<file path="src/verilog/tmt_defines.svh">
/*
  Constants of the two-mode timer: register indexes, control bit positions,
  reset values, tick divisors and count limits.
  Assumes it is included by bare name from each file that needs it.
*/
`ifndef TMT_DEFINES_SVH
`define TMT_DEFINES_SVH

// Register indexes; the Wishbone byte address is four times the index
`define TMT_IDX_CTRL 8'hc8
`define TMT_IDX_MODE 8'hc9
`define TMT_IDX_RLD_LO 8'hca
`define TMT_IDX_RLD_HI 8'hcb
`define TMT_IDX_CNT_LO 8'hcc
`define TMT_IDX_CNT_HI 8'hcd
`define TMT_IDX_CLKCTL 8'h8e
`define TMT_IDX_MSB 9
`define TMT_IDX_LSB 2

// Control register bits
`define TMT_CTRL_OVF 7
`define TMT_CTRL_EXT 6
`define TMT_CTRL_RXCLK 5
`define TMT_CTRL_TXCLK 4
`define TMT_CTRL_EXEN 3
`define TMT_CTRL_RUN 2
`define TMT_CTRL_CTS 1
`define TMT_CTRL_CPRL 0
// Mode register bits
`define TMT_MODE_COE 1
`define TMT_MODE_DOWN_COUNT_ENABLE 0
// Clock control bit: 1 selects divide by 4, 0 divide by 12
`define TMT_CLKCTL_TDIV 5

`define TMT_RST_BYTE 8'h00
`define TMT_RST_BIT 1'b0
`define TMT_RD_PAD 24'h000000

// Oscillator cycles per tick
`define TMT_DIV_SLOW 4'hc
`define TMT_DIV_FAST 4'h4
`define TMT_DIV_BAUD 4'h2

`define TMT_CNT_MAX 16'hffff
`define TMT_CNT_MIN 16'h0000
`define TMT_CNT_ONE 16'h0001

`endif

</file>
<file path="src/verilog/tmt_pkg.sv">
/*
  Types shared by the two-mode timer modules.
  Assumes nothing of its surroundings.
*/
package tmt_pkg;
  typedef enum logic [1:0] {
    TMT_RATE_12,
    TMT_RATE_4,
    TMT_RATE_2
  } tmt_rate_t;
endpackage : tmt_pkg

</file>
<file path="src/verilog/tmt_sync.sv">
/*
  Two-flop synchronisers with falling-edge detection for external pins.
  Assumes raw asynchronous pin levels; edges come from the synced samples.
*/
`timescale 1ns/1ps
module tmt_sync #(
  parameter int WIDTH = 2
) (
  input wire logic mclk,
  input wire logic reset,
  input wire logic [WIDTH-1:0] pin_raw,
  output logic [WIDTH-1:0] level,
  output logic [WIDTH-1:0] fall
);
  logic [WIDTH-1:0] meta_q;
  logic [WIDTH-1:0] sync_q;
  logic [WIDTH-1:0] prev_q;

  genvar i;
  generate
    for (i = 0; i < WIDTH; i++) begin : g_pin
      always_ff @(posedge mclk) begin
        if (reset) begin
          meta_q[i] <= 1'b1;
          sync_q[i] <= 1'b1;
          prev_q[i] <= 1'b1;
        end else begin
          meta_q[i] <= pin_raw[i];
          sync_q[i] <= meta_q[i];
          prev_q[i] <= sync_q[i];
        end
      end
      // Edge taken from the second and third flops only
      assign fall[i] = prev_q[i] & ~sync_q[i];
    end
  endgenerate

  assign level = sync_q;
endmodule : tmt_sync

</file>
<file path="src/verilog/tmt_tick.sv">
/*
  Oscillator tick divider: one-cycle pulse every 12, 4 or 2 clocks.
  Assumes the rate select comes from logic on the same clock.
*/
`timescale 1ns/1ps
`include "tmt_defines.svh"
module tmt_tick #(
  parameter int CW = 4
) (
  input wire logic mclk,
  input wire logic reset,
  input tmt_pkg::tmt_rate_t rate,
  output logic tick
);
  import tmt_pkg::*;

  logic [CW-1:0] div_cnt_q;
  logic [CW-1:0] div_cnt_d;
  logic tick_q;
  logic [CW-1:0] div_last;
  logic wrap;

  assign div_last = (rate == TMT_RATE_2) ? CW'(`TMT_DIV_BAUD - 4'h1) :
                    (rate == TMT_RATE_4) ? CW'(`TMT_DIV_FAST - 4'h1) :
                    CW'(`TMT_DIV_SLOW - 4'h1);
  // Compare with >= so a rate change mid-period cannot strand the counter
  assign wrap = (div_cnt_q >= div_last);
  assign div_cnt_d = wrap ? '0 : div_cnt_q + CW'(1);
  assign tick = tick_q;

  always_ff @(posedge mclk) begin
    if (reset) begin
      div_cnt_q <= '0;
      tick_q <= 1'b0;
    end else begin
      div_cnt_q <= div_cnt_d;
      tick_q <= wrap;
    end
  end
endmodule : tmt_tick

</file>
<file path="src/verilog/tmt_timer.sv">
/*
  Two-mode 16-bit timer/counter with capture, auto-reload, up/down count,
  baud tick generation and clock output, behind a classic Wishbone slave.
  Assumes raw external pins, one clock, and that the serial port and the
  interrupt controller sit outside and consume the ticks and flag outputs.
*/
// What this block does
// - Counter is always sixteen bits; no thirteen-bit or split byte modes.
// - Count source select 1 counts falling edges of the external count pin.
// - Count source select 0 counts oscillator divided by 12 or by 4.
// - Counting only while run bit is set; otherwise count holds except for a trigger-forced reload.
// - Rollover FFFFh to 0000h sets the overflow flag.
// - Capture mode: trigger falling edge copies count into capture bytes.
// - Reload select 0 uses capture bytes as reload value; modes exclusive.
// - Auto-reload overflow sets flag, loads reload value, keeps counting.
// - Auto-reload with trigger enable: trigger falling edge forces reload.
// - Down-count enable: trigger pin high counts up, low counts down.
// - Counting down, count equal to reload value loads FFFFh.
// - Up/down mode: each overflow or underflow toggles external event flag.
// - Receive or transmit clock select forces sixteen-bit auto-reload.
// - Baud mode overflow gives serial shift clock, not the overflow flag.
// - Baud mode trigger falling edge sets external event flag.
// - Baud mode timebase is oscillator divided by 2, or the count pin.
// - Clock output mode toggles count pin on each overflow.
// - Clock output mode: divide by 2, no overflow flag, trigger still flags.
// - Clock output with baud select: same overflows drive pin and shift clock.
// - Writing 1 to external event flag raises it; software clears it.
// - Output enable 0 leaves count pin as input, not driven.
`timescale 1ns/1ps
`include "tmt_defines.svh"
module tmt_timer #(
  parameter int ADDR_W = 10
) (
  input wire logic mclk,
  input wire logic reset,
  input wire logic wb_cyc_i,
  input wire logic wb_stb_i,
  input wire logic wb_we_i,
  input wire logic [ADDR_W-1:0] wb_adr_i,
  input wire logic [31:0] wb_dat_i,
  input wire logic [3:0] wb_sel_i,
  output logic [31:0] wb_dat_o,
  output logic wb_ack_o,
  input wire logic external_count_pin_i,
  input wire logic external_trigger_pin_i,
  output logic external_count_pin_o,
  output logic external_count_pin_oe,
  output logic rx_shift_tick,
  output logic tx_shift_tick,
  output logic timer_irq
);
  import tmt_pkg::*;

  function automatic logic reg_hit(input logic [7:0] idx, input logic [7:0] want);
    reg_hit = (idx == want);
  endfunction : reg_hit

  // Register state
  logic [7:0] cnt_lo_q, cnt_hi_q, rld_lo_q, rld_hi_q;
  logic [7:0] cnt_lo_d, cnt_hi_d, rld_lo_d, rld_hi_d;
  logic overflow_flag_q, overflow_flag_d;
  logic external_event_flag_q, external_event_flag_d;
  logic rx_clock_select_q, tx_clock_select_q, external_trigger_enable_q;
  logic timer_run_q, count_source_select_q, capture_reload_select_q;
  logic clock_output_enable_q, down_count_enable_q, tick_divider_select_q;
  logic ack_q, ack_d;
  logic [31:0] dat_q;
  logic pin_q, pin_d, oe_q, rxs_q, rxs_d, txs_q, txs_d, irq_q;

  // Bus decode
  logic [7:0] idx;
  logic req, wr_commit;
  logic wr_ctl, wr_mode, wr_clk, wr_rlo, wr_rhi, wr_clo, wr_chi;
  logic [7:0] wdat, rd_byte, ctl_rd, mode_rd, clk_rd;

  assign idx = wb_adr_i[`TMT_IDX_MSB:`TMT_IDX_LSB];
  assign req = wb_cyc_i & wb_stb_i;
  // Registers change at the edge where the master sees ack
  assign wr_commit = req & ack_q & wb_we_i & wb_sel_i[0];
  assign wdat = wb_dat_i[7:0];
  assign wr_ctl = wr_commit & reg_hit(idx, `TMT_IDX_CTRL);
  assign wr_mode = wr_commit & reg_hit(idx, `TMT_IDX_MODE);
  assign wr_clk = wr_commit & reg_hit(idx, `TMT_IDX_CLKCTL);
  assign wr_rlo = wr_commit & reg_hit(idx, `TMT_IDX_RLD_LO);
  assign wr_rhi = wr_commit & reg_hit(idx, `TMT_IDX_RLD_HI);
  assign wr_clo = wr_commit & reg_hit(idx, `TMT_IDX_CNT_LO);
  assign wr_chi = wr_commit & reg_hit(idx, `TMT_IDX_CNT_HI);
  assign ack_d = req & ~ack_q;

  assign ctl_rd = {overflow_flag_q, external_event_flag_q, rx_clock_select_q,
                   tx_clock_select_q, external_trigger_enable_q, timer_run_q,
                   count_source_select_q, capture_reload_select_q};
  assign mode_rd = {6'h00, clock_output_enable_q, down_count_enable_q};
  assign clk_rd = {2'h0, tick_divider_select_q, 5'h00};
  // Unmapped addresses answer with zero
  assign rd_byte = reg_hit(idx, `TMT_IDX_CTRL) ? ctl_rd :
                   reg_hit(idx, `TMT_IDX_MODE) ? mode_rd :
                   reg_hit(idx, `TMT_IDX_CLKCTL) ? clk_rd :
                   reg_hit(idx, `TMT_IDX_RLD_LO) ? rld_lo_q :
                   reg_hit(idx, `TMT_IDX_RLD_HI) ? rld_hi_q :
                   reg_hit(idx, `TMT_IDX_CNT_LO) ? cnt_lo_q :
                   reg_hit(idx, `TMT_IDX_CNT_HI) ? cnt_hi_q : `TMT_RST_BYTE;

  // Pin synchronisers and tick source
  logic [1:0] pin_lvl, pin_fall;
  logic trig_lvl, trig_fall, cnt_fall, base_tick;
  tmt_rate_t rate;
  logic baud_mode, clkout_mode, fast_base, capture_mode, reload_mode, updown;

  tmt_sync #(
    .WIDTH(2)
  ) u_sync (
    .mclk(mclk),
    .reset(reset),
    .pin_raw({external_trigger_pin_i, external_count_pin_i}),
    .level(pin_lvl),
    .fall(pin_fall)
  );
  assign trig_lvl = pin_lvl[1];
  assign trig_fall = pin_fall[1];
  assign cnt_fall = pin_fall[0];

  assign baud_mode = rx_clock_select_q | tx_clock_select_q;
  assign clkout_mode = clock_output_enable_q;
  assign fast_base = baud_mode | clkout_mode;
  assign rate = fast_base ? TMT_RATE_2 :
                (tick_divider_select_q ? TMT_RATE_4 : TMT_RATE_12);

  tmt_tick #(
    .CW(4)
  ) u_tick (
    .mclk(mclk),
    .reset(reset),
    .rate(rate),
    .tick(base_tick)
  );

  assign capture_mode = capture_reload_select_q & ~baud_mode;
  assign reload_mode = ~capture_mode;
  assign updown = down_count_enable_q & reload_mode & ~baud_mode;

  // Counting datapath
  logic [15:0] cnt, rld, cnt_step, cnt_hw;
  logic src_tick, step, down, at_max, ovf_ev, unf_ev;
  logic trig_ev, cap_ev, force_rl, flag_ev, toggle_ev, ext_set, ext_base;

  assign cnt = {cnt_hi_q, cnt_lo_q};
  assign rld = {rld_hi_q, rld_lo_q};
  assign src_tick = count_source_select_q ? cnt_fall : base_tick;
  assign step = timer_run_q & src_tick;
  assign down = updown & ~trig_lvl;
  assign at_max = (cnt == `TMT_CNT_MAX);
  assign ovf_ev = step & ~down & at_max;
  assign unf_ev = step & down & (cnt == rld);
  assign trig_ev = external_trigger_enable_q & trig_fall;
  assign cap_ev = capture_mode & trig_ev;
  assign force_rl = reload_mode & ~baud_mode & ~updown & trig_ev;

  assign cnt_step = down ? (unf_ev ? `TMT_CNT_MAX : cnt - `TMT_CNT_ONE) :
                    at_max ? (reload_mode ? rld : `TMT_CNT_MIN) :
                    cnt + `TMT_CNT_ONE;
  assign cnt_hw = force_rl ? rld : (step ? cnt_step : cnt);
  // Writing a running fast counter may corrupt it; software stops it first
  assign cnt_lo_d = wr_clo ? wdat : cnt_hw[7:0];
  assign cnt_hi_d = wr_chi ? wdat : cnt_hw[15:8];
  // Capture beats a same-cycle write so no edge is lost
  assign rld_lo_d = cap_ev ? cnt_lo_q : (wr_rlo ? wdat : rld_lo_q);
  assign rld_hi_d = cap_ev ? cnt_hi_q : (wr_rhi ? wdat : rld_hi_q);

  assign flag_ev = (ovf_ev | unf_ev) & ~baud_mode & ~clkout_mode;
  assign overflow_flag_d = flag_ev |
                           (overflow_flag_q & ~(wr_ctl & ~wdat[`TMT_CTRL_OVF]));
  assign toggle_ev = updown & (ovf_ev | unf_ev);
  assign ext_set = trig_ev & ~updown;
  assign ext_base = wr_ctl ? wdat[`TMT_CTRL_EXT] : external_event_flag_q;
  assign external_event_flag_d = toggle_ev ? ~ext_base : (ext_base | ext_set);

  assign rxs_d = baud_mode & ovf_ev & rx_clock_select_q;
  assign txs_d = baud_mode & ovf_ev & tx_clock_select_q;
  assign pin_d = (clkout_mode & ovf_ev) ? ~pin_q : pin_q;

  always_ff @(posedge mclk) begin
    if (reset) begin
      ack_q <= `TMT_RST_BIT;
      dat_q <= {`TMT_RD_PAD, `TMT_RST_BYTE};
    end else begin
      ack_q <= ack_d;
      dat_q <= ack_d ? {`TMT_RD_PAD, rd_byte} : dat_q;
    end
  end

  always_ff @(posedge mclk) begin
    if (reset) begin
      {rx_clock_select_q, tx_clock_select_q, external_trigger_enable_q} <= '0;
      {timer_run_q, count_source_select_q, capture_reload_select_q} <= '0;
    end else if (wr_ctl) begin
      rx_clock_select_q <= wdat[`TMT_CTRL_RXCLK];
      tx_clock_select_q <= wdat[`TMT_CTRL_TXCLK];
      external_trigger_enable_q <= wdat[`TMT_CTRL_EXEN];
      timer_run_q <= wdat[`TMT_CTRL_RUN];
      count_source_select_q <= wdat[`TMT_CTRL_CTS];
      capture_reload_select_q <= wdat[`TMT_CTRL_CPRL];
    end
  end

  always_ff @(posedge mclk) begin
    if (reset) begin
      {clock_output_enable_q, down_count_enable_q, tick_divider_select_q} <= '0;
    end else begin
      clock_output_enable_q <= wr_mode ? wdat[`TMT_MODE_COE] : clock_output_enable_q;
      down_count_enable_q <= wr_mode ? wdat[`TMT_MODE_DOWN_COUNT_ENABLE] : down_count_enable_q;
      tick_divider_select_q <= wr_clk ? wdat[`TMT_CLKCTL_TDIV] : tick_divider_select_q;
    end
  end

  always_ff @(posedge mclk) begin
    if (reset) begin
      {cnt_hi_q, cnt_lo_q, rld_hi_q, rld_lo_q} <= {4{`TMT_RST_BYTE}};
      overflow_flag_q <= `TMT_RST_BIT;
      external_event_flag_q <= `TMT_RST_BIT;
    end else begin
      {cnt_hi_q, cnt_lo_q} <= {cnt_hi_d, cnt_lo_d};
      {rld_hi_q, rld_lo_q} <= {rld_hi_d, rld_lo_d};
      overflow_flag_q <= overflow_flag_d;
      external_event_flag_q <= external_event_flag_d;
    end
  end

  always_ff @(posedge mclk) begin
    if (reset) begin
      {pin_q, oe_q, rxs_q, txs_q, irq_q} <= '0;
    end else begin
      pin_q <= pin_d;
      oe_q <= clock_output_enable_q;
      rxs_q <= rxs_d;
      txs_q <= txs_d;
      irq_q <= overflow_flag_q | external_event_flag_q;
    end
  end

  assign wb_ack_o = ack_q;
  assign wb_dat_o = dat_q;
  assign external_count_pin_o = pin_q;
  assign external_count_pin_oe = oe_q;
  assign rx_shift_tick = rxs_q;
  assign tx_shift_tick = txs_q;
  assign timer_irq = irq_q;
endmodule : tmt_timer
</file>
<file path="config.mk">
export PLATFORM = sky130hd
export DESIGN_NAME = tmt_timer
export DESIGN_NICKNAME = d
export VERILOG_FILES = /design/src/verilog/tmt_pkg.sv /design/src/verilog/tmt_sync.sv /design/src/verilog/tmt_tick.sv /design/src/verilog/tmt_timer.sv
export VERILOG_INCLUDE_DIRS = /design/src /design/src/verilog
export SDC_FILE = /design/constraint.sdc
export NUM_CORES = 1
export LEC_CHECK = 0
export BUFFER_PORTS_ARGS = -buffer_cell sky130_fd_sc_hd__buf_2
export CORE_ASPECT_RATIO = 1.5
export CORE_MARGIN = 5
export CORE_UTILIZATION = 60
export CTS_CLUSTER_SIZE = 30
export DETAILED_ROUTE_END_ITERATION = 6
export GPL_ROUTABILITY_DRIVEN = 0
export PLACE_DENSITY = 0.85
export SLEW_MARGIN = 20
export SYNTH_ARGS = -nofsm -noshare
export SYNTH_HDL_FRONTEND = slang
export SYNTH_HIERARCHICAL = 1
export SYNTH_SLANG_ARGS = --single-unit
</file>
<file path="constraint.sdc">
create_clock -name mclk -period 5.7 [get_ports mclk]
set_clock_uncertainty 0.1 [all_clocks]
set_input_delay 1.425 -clock mclk [delete_from_list [all_inputs] [get_ports mclk]]
set_output_delay 1.425 -clock mclk [all_outputs]
set_load 0.1 [all_outputs]
</file>
==> metrics.md <==
| Metric | Value |
|---|---|
| Nets@finish | 656 |
| Post-synth EDFFs | 0 |
| Critical path's most frequent cell | nand2_1 |
| # setup viols final | 0 |
| Die height | 118.3 um |
| Dpl hpwl | 10290 um |
| Vias/cell | 6.957 |
| DP Worst Slack | 1883 ps |
| Clock sinks | 68 |
| Die Span X | 82.19 um |
| Post-synthesis sequential area ratio | 29.03% |
| Slowest cell on the critical path | nor3_1 |
| First-pass GRT wire length | 24290 um |
| Drt drc | 0 |
| Clk_lat worst skew | 340 ps |
| Post-placement cell count | 688 |
| Fillers | 605 |
| Top FF cell, synth | dfxtp_1 |
| Routed len/inst | 21.82 um |
| Placed inst area | 0.004750 mm^2 |
| Tightest Hold Check Type | reg -> reg |
| Hold Buf Count CTS | 0 |
| Leak pwr | 2.036 nW |
| Vias in the first global route | 4662 |
| Core Area | 0.007612 mm^2 |
| Layout cell share with drive strength beyond 1 | 12.46% |
| Max-slew violation count | 0 |
| Placement Rows | 39 |
| TNS Setup | 0 ps |
| Crit path launch type | primary input |
| Final hold slack | 310.7 ps |
| Initial antenna violation count | 0 |
| Final Hold Fails | 0 |
| Die ar. | 0.009720 mm^2 |
| Worst Path Max Fanout | 22 |
| Initial Util | 61.60% |
| Final worst slack | 2116 ps |
| CP Cell Sequence | buf_2 > nand2b_1 > nor3_1 > nand2_1 > nand2_1 > a2111oi_0 > a2111oi_1 |
| Top Ports | 91 |
| Largest net degree at the start of global routing | 55 |
| Tot GR Track Use | 32.46% |
| Global route overflow | 0 |
| P per Cell Area | 245.8 mW/mm^2 |
| Register area | 0.001361 mm^2 |
| Worst path max stage delay | 500 ps |
| Synth warnings | 6 |
| Peak VDD IR | 0.2343 mV |
| Peak Freq | 0.2790 GHz |
| Most frequent cells in the layout | nor2_1, dfxtp_1, nand2_1 |
| Routed wire length | 15360 um |
| RSZ-0062 raised after global routing | no |
| Yosys cell types | 70 |
| Synthesis-stage register bit count | 68 |
| Post CTS Setup Buffer Count | 0 |
| CP arrival | 3710 ps |
| FFs w/ async S/R, synth | 0% |
| Diode count | 0 |
| Max clock buf depth | 2 |
| DRT antenna net count | 0 |
| Pre-antenna DRT Iters | 6 |
| CP Capture Type | flop |
| Worst Tran Pin Value | 1014 ps |
| Iteration-0 DRC count of the detailed router | 767 |
| Final period util | 62.88% |
| WS Path Type | in -> reg |
| Worst path top cell family by delay | simple AND/OR/NAND/NOR gates |
| CTS tree | yes |
| Syn Area/Cell | 7.935 um^2 |
| PostCTS Resize Cnt | 0 |
| Relative slew slack | 32.41% |
| Buffers on Ports | 37 |
| Final worst path period need | 3584 ps |
| Synth-to-Final Area Change | 8.298% |
| Worst path buffer plus inverter count | 1 |
| Synth Instances | 591 |
| Status | complete, no violations |
| Worst path required time | 5820 ps |
| Root Buffer | clkbuf_16 |
| Finished Layout Cells | 704 |
| MaxCap Viol Count | 0 |
| Num CTS Buffers | 9 |
| Clk slew on worst S/H paths | 60 ps |
| Mapped Area | 0.004689 mm^2 |
| Design area | 0.005079 mm^2 |
| Htree depth | 3 |
| Multi-input gate area | 0.003024 mm^2 |
| Vias post-DR | 4898 |
-- cell usage after synthesis (4+ instances only) --
library cell  number  share of area (%)
dfxtp_1           68                 29
nor2_1            68                5.4
nand2_1           39                3.1
clkbuf_1          36                2.9
o21ai_0           31                3.3
xor2_1            30                5.6
a21oi_1           29                3.1
buf_4             25                4.0
mux2i_1           23                4.9
a211oi_1          18                2.9
nor3_1            18                1.9
nand3_1           16                1.7
nor4_1            10                1.3
xnor2_1           10                1.9
inv_1              9               0.72
a221oi_1           8                1.5
a22oi_1            7                1.1
a211o_1            6                1.1
and2_1             6               0.80
and3_1             6               0.80
ha_1               6                1.6
mux2_2             6                1.4
nand4_1            6               0.80
nor2b_1            6               0.80
o221ai_1           6                1.1
or2_1              6               0.80
o211ai_1           5               0.80
a311o_1            4               0.85
a311oi_1           4               0.75
a31oi_1            4               0.53
and4_1             4               0.75
buf_2              4               0.43
nand2b_1           4               0.53
o41ai_1            4               0.75
or2_2              4               0.53
or3_1              4               0.53
or4_1              4               0.64
-- path summary, 6_finish.rpt --
path / slack, ps / to / from / depth (start not counted)
setup / recovery: 2120 / cnt_lo_q[0] / wb_adr_i[2] / 7
hold / removal: 310 / u_sync/level[1] / u_sync/meta_q[1] / 1
setup reg to reg: 2260 / cnt_hi_q[4] / cnt_lo_q[0] / 7
hold reg to reg: 310 / u_sync/level[1] / u_sync/meta_q[1] / 1
-- layout make-up --
cell class                      count  share of cell area, %
Sequential cell                    68                  26.80
Multi-Input combinational cell    469                  59.55
Tap cell                          102                  2.513
Clock buffer                        9                  4.435
Inverter                            9                 0.6652
Timing Repair Buffer               40                  4.090
Clock inverter                      7                  1.946
-- kinds of logic after synthesis --
kind of cell             after synthesis  share of synthesized area (%)
AND/OR/NAND/NOR                      216                          23.77
AO/OA/AOI/OAI                        154                          23.27
buffers and inverters                 77                          8.431
flip-flops                            68                          29.03
XOR/XNOR                              40                          7.471
multiplexers                          29                          6.350
adder cells (fa/ha/maj)                6                          1.601
other                                  1                        0.07997
-- registers in the layout, summed over array words and instances, names as in the netlist, 2 cells and up --
register,count
cnt_hi_q,8
cnt_lo_q,8
rld_hi_q,8
rld_lo_q,8
wb_dat_o,8
u_tick/div_cnt_q,4
u_sync/level,2
u_sync/meta_q,2
u_sync/prev_q,2
-- metrics by stage --
step / util (%) / total power, mW
global placement: 62.39 / 0.6478
finish: 66.72 / 1.248
CTS: 66.65 / 1.245
global route: 66.72 / 1.275
floorplan: - / 0.6341
detailed placement: 62.39 / 0.6494
-- per-layer routing --
metal	wire length [um]	vias to the layer above	track usage (%)	share of wire, %
met5	0	-	0	0
met4	1332	0	22.77	8.7
met3	1584	145	7.306	10
met2	7108	403	49.80	46
met1	5332	2199	38.96	35
li1	-	2151	-	-
-- power by group --
part           internal, mW  leakage (nW)  switching (mW)  total (mW)
sequential            0.483         0.551         0.00452       0.487
combinational        0.0208          1.33           0.135       0.156
clock                 0.385         0.156           0.221       0.605
total                 0.888          2.04           0.360        1.25
(Power assumes the default switching activity.)
